**src/rtl/rlc_pkg.sv**
```systemverilog
/*
  Shared constants for the repeat and block-repeat loop control.
  Assumes a 16-bit program address and a 16-bit data address space.
*/
package rlc_pkg;
  localparam int          ADDR_W       = 16;
  localparam int          CNT_W        = 16;
  localparam logic [15:0] RPT_CNT_RST  = 16'h0000;
  localparam logic [15:0] BLK_CNT_RST  = 16'h0000;
  localparam logic [15:0] LOOP_ADR_RST = 16'h0000;
  localparam logic [15:0] MMR_PER_LO   = 16'h0020;
  localparam logic [15:0] MMR_PER_HI   = 16'h004f;

  typedef enum logic [1:0] {
    RLC_IDLE = 2'b01,
    RLC_RUN  = 2'b10
  } rlc_rpt_state_e;
endpackage

```
**src/rtl/rlc_loop_ctrl.sv**
```systemverilog
/*
  Loop control between the instruction decoder and the PC sequencer:
  single-instruction repeat, zero-overhead block repeat, interrupt
  masking during repeat, bus-hold answer and the peripheral wait cycle.
  Assumes decoder strobes are one-cycle pulses on MCLK; only the
  bus-hold request comes from a pin and is synchronised here.
*/
module rlc_loop_ctrl (
  input  wire  logic                       MCLK,
  input  wire  logic                       RST,
  input  wire  logic                       CE,
  input  wire  logic                       RPT_DECODE,
  input  wire  logic                       REPEAT_SINGLE_ZEROING_INSTR_DECODE,
  input  wire  logic [rlc_pkg::CNT_W-1:0]  RPT_OPERAND,
  input  wire  logic                       EXEC_DONE,
  input  wire  logic                       BLOCK_REPEAT_INSTR_EXEC,
  input  wire  logic [rlc_pkg::ADDR_W-1:0] BLOCK_REPEAT_INSTR_NEXT_PC,
  input  wire  logic [rlc_pkg::ADDR_W-1:0] BLOCK_REPEAT_INSTR_END_OPERAND,
  input  wire  logic                       BLK_CNT_WR,
  input  wire  logic [rlc_pkg::CNT_W-1:0]  BLK_CNT_WDATA,
  input  wire  logic                       BLK_FLAG_WR,
  input  wire  logic                       BLK_FLAG_WDATA,
  input  wire  logic                       PC_UPDATE,
  input  wire  logic [rlc_pkg::ADDR_W-1:0] PC_VALUE,
  input  wire  logic                       DATA_ACCESS,
  input  wire  logic [rlc_pkg::ADDR_W-1:0] DATA_ADDR,
  input  wire  logic                       BUS_HOLD_REQ_N,
  output logic                             BUS_HOLD_ACK_N,
  output logic                             INT_MASK,
  output logic                             REPEAT_ACTIVE,
  output logic [rlc_pkg::CNT_W-1:0]        REPEAT_COUNT,
  output logic                             CLR_ACC_PROD,
  output logic                             PIPE_ONE_CYCLE,
  output logic                             BLOCK_ACTIVE,
  output logic [rlc_pkg::CNT_W-1:0]        BLOCK_COUNT,
  output logic [rlc_pkg::ADDR_W-1:0]       LOOP_START,
  output logic [rlc_pkg::ADDR_W-1:0]       LOOP_END,
  output logic                             PC_RELOAD,
  output logic [rlc_pkg::ADDR_W-1:0]       PC_RELOAD_ADDR,
  output logic                             EXTRA_WAIT
);
  import rlc_pkg::*;

  // single repeat group
  rlc_rpt_state_e      state_q;
  rlc_rpt_state_e      state_d;
  logic [CNT_W-1:0]    rpt_cnt_q;
  logic [CNT_W-1:0]    rpt_cnt_d;
  logic                first_q;
  logic                first_d;
  logic                clr_q;
  logic                clr_d;
  logic                pipe_q;
  logic                pipe_d;

  always_comb
  begin
    state_d   = state_q;
    rpt_cnt_d = rpt_cnt_q;
    first_d   = first_q;
    clr_d     = 1'b0;
    unique case (state_q)
      RLC_IDLE:
      begin
        if (RPT_DECODE || REPEAT_SINGLE_ZEROING_INSTR_DECODE)
        begin
          rpt_cnt_d = RPT_OPERAND;
          state_d   = RLC_RUN;
          first_d   = 1'b1;
          clr_d     = REPEAT_SINGLE_ZEROING_INSTR_DECODE;
        end
      end
      RLC_RUN:
      begin
        if (EXEC_DONE)
        begin
          first_d = 1'b0;
          // counter at zero means this was the last of N+1 passes
          if (rpt_cnt_q == '0)
            state_d = RLC_IDLE;
          else
            rpt_cnt_d = rpt_cnt_q - 1'b1;
        end
      end
    endcase
    // after the first pass the pipeline is full, one result per cycle
    pipe_d = (state_d == RLC_RUN) && !first_d;
  end

  always_ff @(posedge MCLK or posedge RST)
  begin
    if (RST)
    begin
      state_q   <= RLC_IDLE;
      rpt_cnt_q <= RPT_CNT_RST;
      first_q   <= 1'b0;
      clr_q     <= 1'b0;
      pipe_q    <= 1'b0;
    end
    else if (CE)
    begin
      state_q   <= state_d;
      rpt_cnt_q <= rpt_cnt_d;
      first_q   <= first_d;
      clr_q     <= clr_d;
      pipe_q    <= pipe_d;
    end
  end

  // block repeat group; nothing here looks at branches or calls,
  // so leaving and re-entering the loop keeps its state
  logic [ADDR_W-1:0]   start_q;
  logic [ADDR_W-1:0]   start_d;
  logic [ADDR_W-1:0]   end_q;
  logic [ADDR_W-1:0]   end_d;
  logic [CNT_W-1:0]    blk_cnt_q;
  logic [CNT_W-1:0]    blk_cnt_d;
  logic                flag_q;
  logic                flag_d;
  logic                reload_q;
  logic                reload_d;

  always_comb
  begin
    start_d   = start_q;
    end_d     = end_q;
    blk_cnt_d = blk_cnt_q;
    flag_d    = flag_q;
    reload_d  = 1'b0;
    // a cleared flag suppresses the compare, so the pass ends normally
    if (PC_UPDATE && flag_q && PC_VALUE == end_q)
    begin
      if (blk_cnt_q != '0)
      begin
        blk_cnt_d = blk_cnt_q - 1'b1;
        reload_d  = 1'b1;
      end
      else
        flag_d = 1'b0;
    end
    if (BLK_CNT_WR)
      blk_cnt_d = BLK_CNT_WDATA;
    if (BLK_FLAG_WR)
      flag_d = BLK_FLAG_WDATA;
    if (BLOCK_REPEAT_INSTR_EXEC)
    begin
      start_d = BLOCK_REPEAT_INSTR_NEXT_PC;
      end_d   = BLOCK_REPEAT_INSTR_END_OPERAND;
      flag_d  = 1'b1;
    end
  end

  always_ff @(posedge MCLK or posedge RST)
  begin
    if (RST)
    begin
      start_q   <= LOOP_ADR_RST;
      end_q     <= LOOP_ADR_RST;
      blk_cnt_q <= BLK_CNT_RST;
      flag_q    <= 1'b0;
      reload_q  <= 1'b0;
    end
    else if (CE)
    begin
      start_q   <= start_d;
      end_q     <= end_d;
      blk_cnt_q <= blk_cnt_d;
      flag_q    <= flag_d;
      reload_q  <= reload_d;
    end
  end

  // hold pin synchroniser, mask and wait group
  logic                hold_s1_q;
  logic                hold_s2_q;
  logic                ack_n_q;
  logic                ack_n_d;
  logic                mask_q;
  logic                mask_d;
  logic                wait_q;
  logic                wait_d;

  always_comb
  begin
    // hold is answered whatever the repeat state
    ack_n_d = ~hold_s2_q;
    // mask follows the repeat state; it drops when the repeat ends or on the asynchronous clear below
    mask_d  = (state_d == RLC_RUN);
    wait_d  = DATA_ACCESS && DATA_ADDR >= MMR_PER_LO
              && DATA_ADDR <= MMR_PER_HI;
  end

  always_ff @(posedge MCLK or posedge RST)
  begin
    if (RST)
    begin
      hold_s1_q <= 1'b0;
      hold_s2_q <= 1'b0;
      ack_n_q   <= 1'b1;
      mask_q    <= 1'b0;
      wait_q    <= 1'b0;
    end
    else if (CE)
    begin
      hold_s1_q <= ~BUS_HOLD_REQ_N;
      hold_s2_q <= hold_s1_q;
      ack_n_q   <= ack_n_d;
      mask_q    <= mask_d;
      wait_q    <= wait_d;
    end
  end

  assign BUS_HOLD_ACK_N = ack_n_q;
  assign INT_MASK       = mask_q;
  assign REPEAT_ACTIVE  = (state_q == RLC_RUN);
  assign REPEAT_COUNT   = rpt_cnt_q;
  assign CLR_ACC_PROD   = clr_q;
  assign PIPE_ONE_CYCLE = pipe_q;
  assign BLOCK_ACTIVE   = flag_q;
  assign BLOCK_COUNT    = blk_cnt_q;
  assign LOOP_START     = start_q;
  assign LOOP_END       = end_q;
  assign PC_RELOAD      = reload_q;
  assign PC_RELOAD_ADDR = start_q;
  assign EXTRA_WAIT     = wait_q;

  property p_rpt_load;
    @(posedge MCLK) disable iff (RST)
    CE && state_q == RLC_IDLE && (RPT_DECODE || REPEAT_SINGLE_ZEROING_INSTR_DECODE)
    |=> REPEAT_ACTIVE && REPEAT_COUNT == $past(RPT_OPERAND);
  endproperty
  a_rpt_load: assert property (p_rpt_load)
    else $error("repeat counter not loaded from operand");

  property p_rpt_dec;
    @(posedge MCLK) disable iff (RST)
    CE && REPEAT_ACTIVE && EXEC_DONE && REPEAT_COUNT != '0
    |=> REPEAT_ACTIVE && REPEAT_COUNT == $past(REPEAT_COUNT) - 16'h0001;
  endproperty
  a_rpt_dec: assert property (p_rpt_dec)
    else $error("repeat counter did not step down by one");

  property p_rpt_end;
    @(posedge MCLK) disable iff (RST)
    CE && REPEAT_ACTIVE && EXEC_DONE && REPEAT_COUNT == '0
    |=> !REPEAT_ACTIVE && !INT_MASK;
  endproperty
  a_rpt_end: assert property (p_rpt_end)
    else $error("repeat did not end after zero pass");

  property p_zero_clr;
    @(posedge MCLK) disable iff (RST)
    CE && state_q == RLC_IDLE && REPEAT_SINGLE_ZEROING_INSTR_DECODE |=> CLR_ACC_PROD && first_q;
  endproperty
  a_zero_clr: assert property (p_zero_clr)
    else $error("zeroing repeat did not clear accumulator");

  property p_mask;
    @(posedge MCLK) disable iff (RST)
    REPEAT_ACTIVE && !$past(REPEAT_ACTIVE) |-> INT_MASK;
  endproperty
  a_mask: assert property (p_mask)
    else $error("interrupts not masked at repeat start");

  property p_hold;
    @(posedge MCLK) disable iff (RST)
    CE && REPEAT_ACTIVE && hold_s2_q |=> !BUS_HOLD_ACK_N;
  endproperty
  a_hold: assert property (p_hold)
    else $error("hold not acknowledged during repeat");

  property p_block_repeat_instr;
    @(posedge MCLK) disable iff (RST)
    CE && BLOCK_REPEAT_INSTR_EXEC |=> BLOCK_ACTIVE && LOOP_START == $past(BLOCK_REPEAT_INSTR_NEXT_PC)
      && LOOP_END == $past(BLOCK_REPEAT_INSTR_END_OPERAND);
  endproperty
  a_block_repeat_instr: assert property (p_block_repeat_instr)
    else $error("block repeat registers not loaded");

  property p_reload;
    @(posedge MCLK) disable iff (RST)
    CE && !BLOCK_REPEAT_INSTR_EXEC && !BLK_CNT_WR && PC_UPDATE && BLOCK_ACTIVE
      && PC_VALUE == LOOP_END && BLOCK_COUNT != '0
    |=> PC_RELOAD && PC_RELOAD_ADDR == $past(LOOP_START)
      && BLOCK_COUNT == $past(BLOCK_COUNT) - 16'h0001;
  endproperty
  a_reload: assert property (p_reload)
    else $error("loop end match did not reload start");

  property p_exit;
    @(posedge MCLK) disable iff (RST)
    CE && !BLOCK_REPEAT_INSTR_EXEC && !BLK_FLAG_WR && PC_UPDATE && BLOCK_ACTIVE
      && PC_VALUE == LOOP_END && BLOCK_COUNT == '0
    |=> !BLOCK_ACTIVE && !PC_RELOAD;
  endproperty
  a_exit: assert property (p_exit)
    else $error("loop did not exit at zero count");

  property p_wait;
    @(posedge MCLK) disable iff (RST)
    CE && DATA_ACCESS && DATA_ADDR inside {[16'h0020:16'h004f]}
    |=> EXTRA_WAIT;
  endproperty
  a_wait: assert property (p_wait)
    else $error("peripheral access got no extra cycle");

  c_repeat_single_zeroing_instr: cover property (@(posedge MCLK) disable iff (RST)
    CLR_ACC_PROD ##[1:20] !REPEAT_ACTIVE);
  c_pipe: cover property (@(posedge MCLK) disable iff (RST)
    PIPE_ONE_CYCLE && !BUS_HOLD_ACK_N);
  c_loop: cover property (@(posedge MCLK) disable iff (RST)
    PC_RELOAD ##[1:50] PC_RELOAD);
  c_exit: cover property (@(posedge MCLK) disable iff (RST)
    $fell(BLOCK_ACTIVE));
endmodule

```
**config.mk**
```make
export PLATFORM = sky130hd
export DESIGN_NAME = rlc_loop_ctrl
export DESIGN_NICKNAME = d
export VERILOG_FILES = /design/src/rtl/rlc_pkg.sv /design/src/rtl/rlc_loop_ctrl.sv
export SDC_FILE = /design/constraint.sdc
export NUM_CORES = 1
export LEC_CHECK = 0
export ABC_AREA = 1
export BUFFER_PORTS_ARGS = -buffer_cell sky130_fd_sc_hd__clkbuf_2
export CAP_MARGIN = 20
export CORE_UTILIZATION = 49
export CTS_CLUSTER_SIZE = 24
export DETAILED_ROUTE_END_ITERATION = 10
export GPL_ROUTABILITY_DRIVEN = 0
export PLACE_DENSITY = 0.81
export SLEW_MARGIN = 20
export SYNTH_ARGS = -nofsm -noshare
export SYNTH_HDL_FRONTEND = slang
export SYNTH_SLANG_ARGS = --single-unit
```
**constraint.sdc**
```tcl
create_clock -name MCLK -period 2.3 [get_ports MCLK]
set_clock_uncertainty 0.1 [all_clocks]
set_input_delay 0 -clock MCLK [delete_from_list [all_inputs] [get_ports MCLK]]
set_output_delay 0 -clock MCLK [all_outputs]
set_load 0.005 [all_outputs]
```
==> impl_metrics.yaml <==
synth:
  synth_ff_type: "dfrtp_1"
  async_flop_share: 1.00
  synth_cell_types: 39
  ys_seq_area_frac: 0.400
  synth_edf_count: 0
  syn_inst: 638
  ys_warn_count: 0
  syn_area_per_cell_sq_um: 7.46
  synth.net_count: 749
  netlist_area_sq_mm: 0.00476
  ys_seq_elements: 76
routing:
  route.detailed.drc: 0
  wl_met1_um: 5400
  drt-total-wl_um: 13700
  drt_iter0_markers: 204
  num_vias: 5160
  dr_wl_met2_um: 7010
  highest_layer: "met4"
  via_per_inst: 5.05
  drtAntennaViolNets: 0
  wl_met3_um: 879
  routedWlPerCell_um: 13.5
  dr.pass1.iters: 5
cts:
  cts_sinks: 76
  cts_buffers: 9
  clk_root_buffer_cell: "clkbuf_8"
  cts_tree: "done"
  clk_path_buf_depth: 2
  clk_pin_slew_ns: 0.09
  clk_latency_ns: 0.35
  cts-htree-levels: 3
final_layout:
  mostFrequentLayoutCell: "clkbuf_2"
  n_antenna_cell: 0
  postLayoutCellArea_sq_mm: 0.00670
  drive_gt1_frac: 0.317
  final_cell_mix: "clkbuf_2, nand2_1, nor2_1"
  area_delta_synth_final_pct: 40.8
  nets: 998
timing:
  finalSetupViolations: 0
  fin_crit_ns: 2.19
  finalMaxSlewViolations: 0
  rsz0062_at_grt: "no"
  tightest_slew_ns: 0.583
  setup_tns_ns: 0
  max_freq_mhz: 457
  fin_crit_sh: 0.951
  slew_headroom: 0.610
  whs_ns: 0.126
  finalHoldViolations: 0
  fin_ws_ns: 0.113
placed_design:
  dp_worst_setup_slack_ns: 0.280
  io_buffers: 192
  place_area_sq_mm: 0.00569
  dpl.hpwl_um: 9470
run:
  maxCapViolations: 0
critical_path:
  crit_type: "reg -> reg"
  worstSetupStartpoint: "BLOCK_COUNT[0]"
  critPathLaunchType: "register"
  reg2reg_slack_ns: 0.11
  worstPathRequired_ns: 2.42
  r2r_start: "BLOCK_COUNT[0]"
  cp_max_fo: 5
  reg2reg_to: "BLOCK_ACTIVE"
  worstRegToRegCells: 10
  critPathArrivalTime_ns: 2.31
  cp-endpoint: "BLOCK_ACTIVE"
  cp-end-kind: "register"
global_route:
  grt_pass1_wl_um: 22400
  grt_max_degree: 47
  antenna_found_initial: 0
  overflow: 0
  grt_use_total: 0.279
  grt_pass1_vias: 5039
pwr:
  internal_power_mw: 2.84
  pwr-share-clk: 0.271
  total_leakage_power_nw: 3.60
  sw_frac_of_total: 0.354
  combPwrFrac: 0.323
  seq_power_share: 0.406
  peakVddDrop_uv: 420
  p_sw_mw: 1.56
  power_density_mw_per_mm2: 657
floorplanning:
  die_height_um: 101
  initial_core_util: 0.510
  fp.dieW_um: 101
  io-pin-count: 197
  dieArea_sq_mm: 0.0101
  num_rows: 35
  core_sq_mm: 0.00933
hold_path:
  worstHoldPathType: "in -> reg"
run_status:
  outcome: "finished, final reports clean"
kinds of logic after synthesis:
logic type                 share of synthesized area
AOI/OAI and AO/OA                             0.0960
xor gates and xnor gates                      0.0184
adders and majority gates                    0.00526
buffers and inverters                          0.110
DFF                                            0.400
muxes                                         0.0426
and+or+nand+nor                                0.328
flip-flops by register name, summed over array words and instances, names as in the netlist, 2 cells and up:
name          cells
LOOP_END         16
state_q           2
BLOCK_COUNT      16
LOOP_START       16
REPEAT_COUNT     16
area by class of cell:
cell class / count / area, sq um
repair buffers: 274 / 1780
inverters: 73 / 278
clock inverters: 6 / 95.1
well taps: 129 / 161
clock buffers: 10 / 138
flip-flops and latches: 76 / 1900
fillers: 739 / 2630
multi-input cells: 453 / 2350
power by group through the flow:
stage               Sequential [mW]  Clock [mW]  Combinational [mW]
finish                         1.79        1.19                1.42
global route                   1.82        1.28                1.60
CTS                            1.78        1.22                1.40
detailed placement             1.80           0                1.30
global placement               1.79           0                1.26
floorplan                      1.78           0               0.844
through the flow:
stage | std cells | power, mW | utilization
after floorplan | 638 | 2.62 | -
after global routing | 1021 | 4.70 | 0.718
final | 1021 | 4.40 | 0.718
after global placement | 928 | 3.05 | 0.610
after detailed placement | 928 | 3.10 | 0.610
after CTS | 1019 | 4.40 | 0.715
Yosys cell counts, types with 3 or more instances:
cell type	n	area (sq um)
o211ai_1	5	37.5
inv_1	68	255
dfrtp_1	74	1850
nand4_1	8	50.1
clkbuf_1	5	18.8
xor2_1	6	52.6
nand3_1	50	250
a31oi_1	5	31.3
or2_2	3	18.8
buf_6	3	33.8
inv_2	4	15.0
o21ai_1	4	20.0
o21ai_0	36	180
nand3_2	10	100
a21oi_1	24	120
nor2_1	80	300
nand2_1	165	619
o21ai_2	7	61.3
nor2_4	4	45.0
xnor2_1	4	35.0
nor2_2	5	31.3
buf_2	10	50.1
mux2_2	18	203
buf_4	16	120
nand2_4	4	45.0
worst min-delay path by stage:
| stage | depth (start not counted) | from | endpoint |
|---|---|---|---|
| floorplan | 1 | BUS_HOLD_REQ_N | hold_s1_q |
| global placement | 2 | RST | LOOP_START[7] |
| detailed placement | 2 | RST | LOOP_START[5] |
| CTS | 6 | BLK_CNT_WR | BLOCK_COUNT[5] |
| global route | 6 | BLK_CNT_WR | BLOCK_COUNT[5] |
| finish | 6 | BLK_CNT_WR | BLOCK_COUNT[5] |
per-layer routing:
| metal | GRT usage | vias up |
|---|---|---|
| li1 | - | 2524 |
| met4 | 0.126 | 0 |
| met2 | 0.508 | 226 |
| met3 | 0.0423 | 50 |
| met5 | 0 | - |
| met1 | 0.322 | 2360 |
critical path, cell delays in order, from the launching register on:
cell	delay (ns)
dfrtp_1	0.43
inv_1	0.10
ha_2	0.21
nand3_1	0.11
nor3_2	0.20
nand4_2	0.15
inv_1	0.07
nand2_1	0.05
nand3_1	0.07
nand2_1	0.04
dlygate4sd3_1	0.55
repair_timing:
| action | in CTS | in global routing |
|---|---|---|
| gates resized for setup | 0 | 3 |
| endpoints found under the hold margin | 104 | 0 |
| setup buffers | 0 | 2 |
| endpoints found under the setup margin | 0 | 1 |
| hold buffers | 75 | 0 |
(Power assumes the default switching activity.)
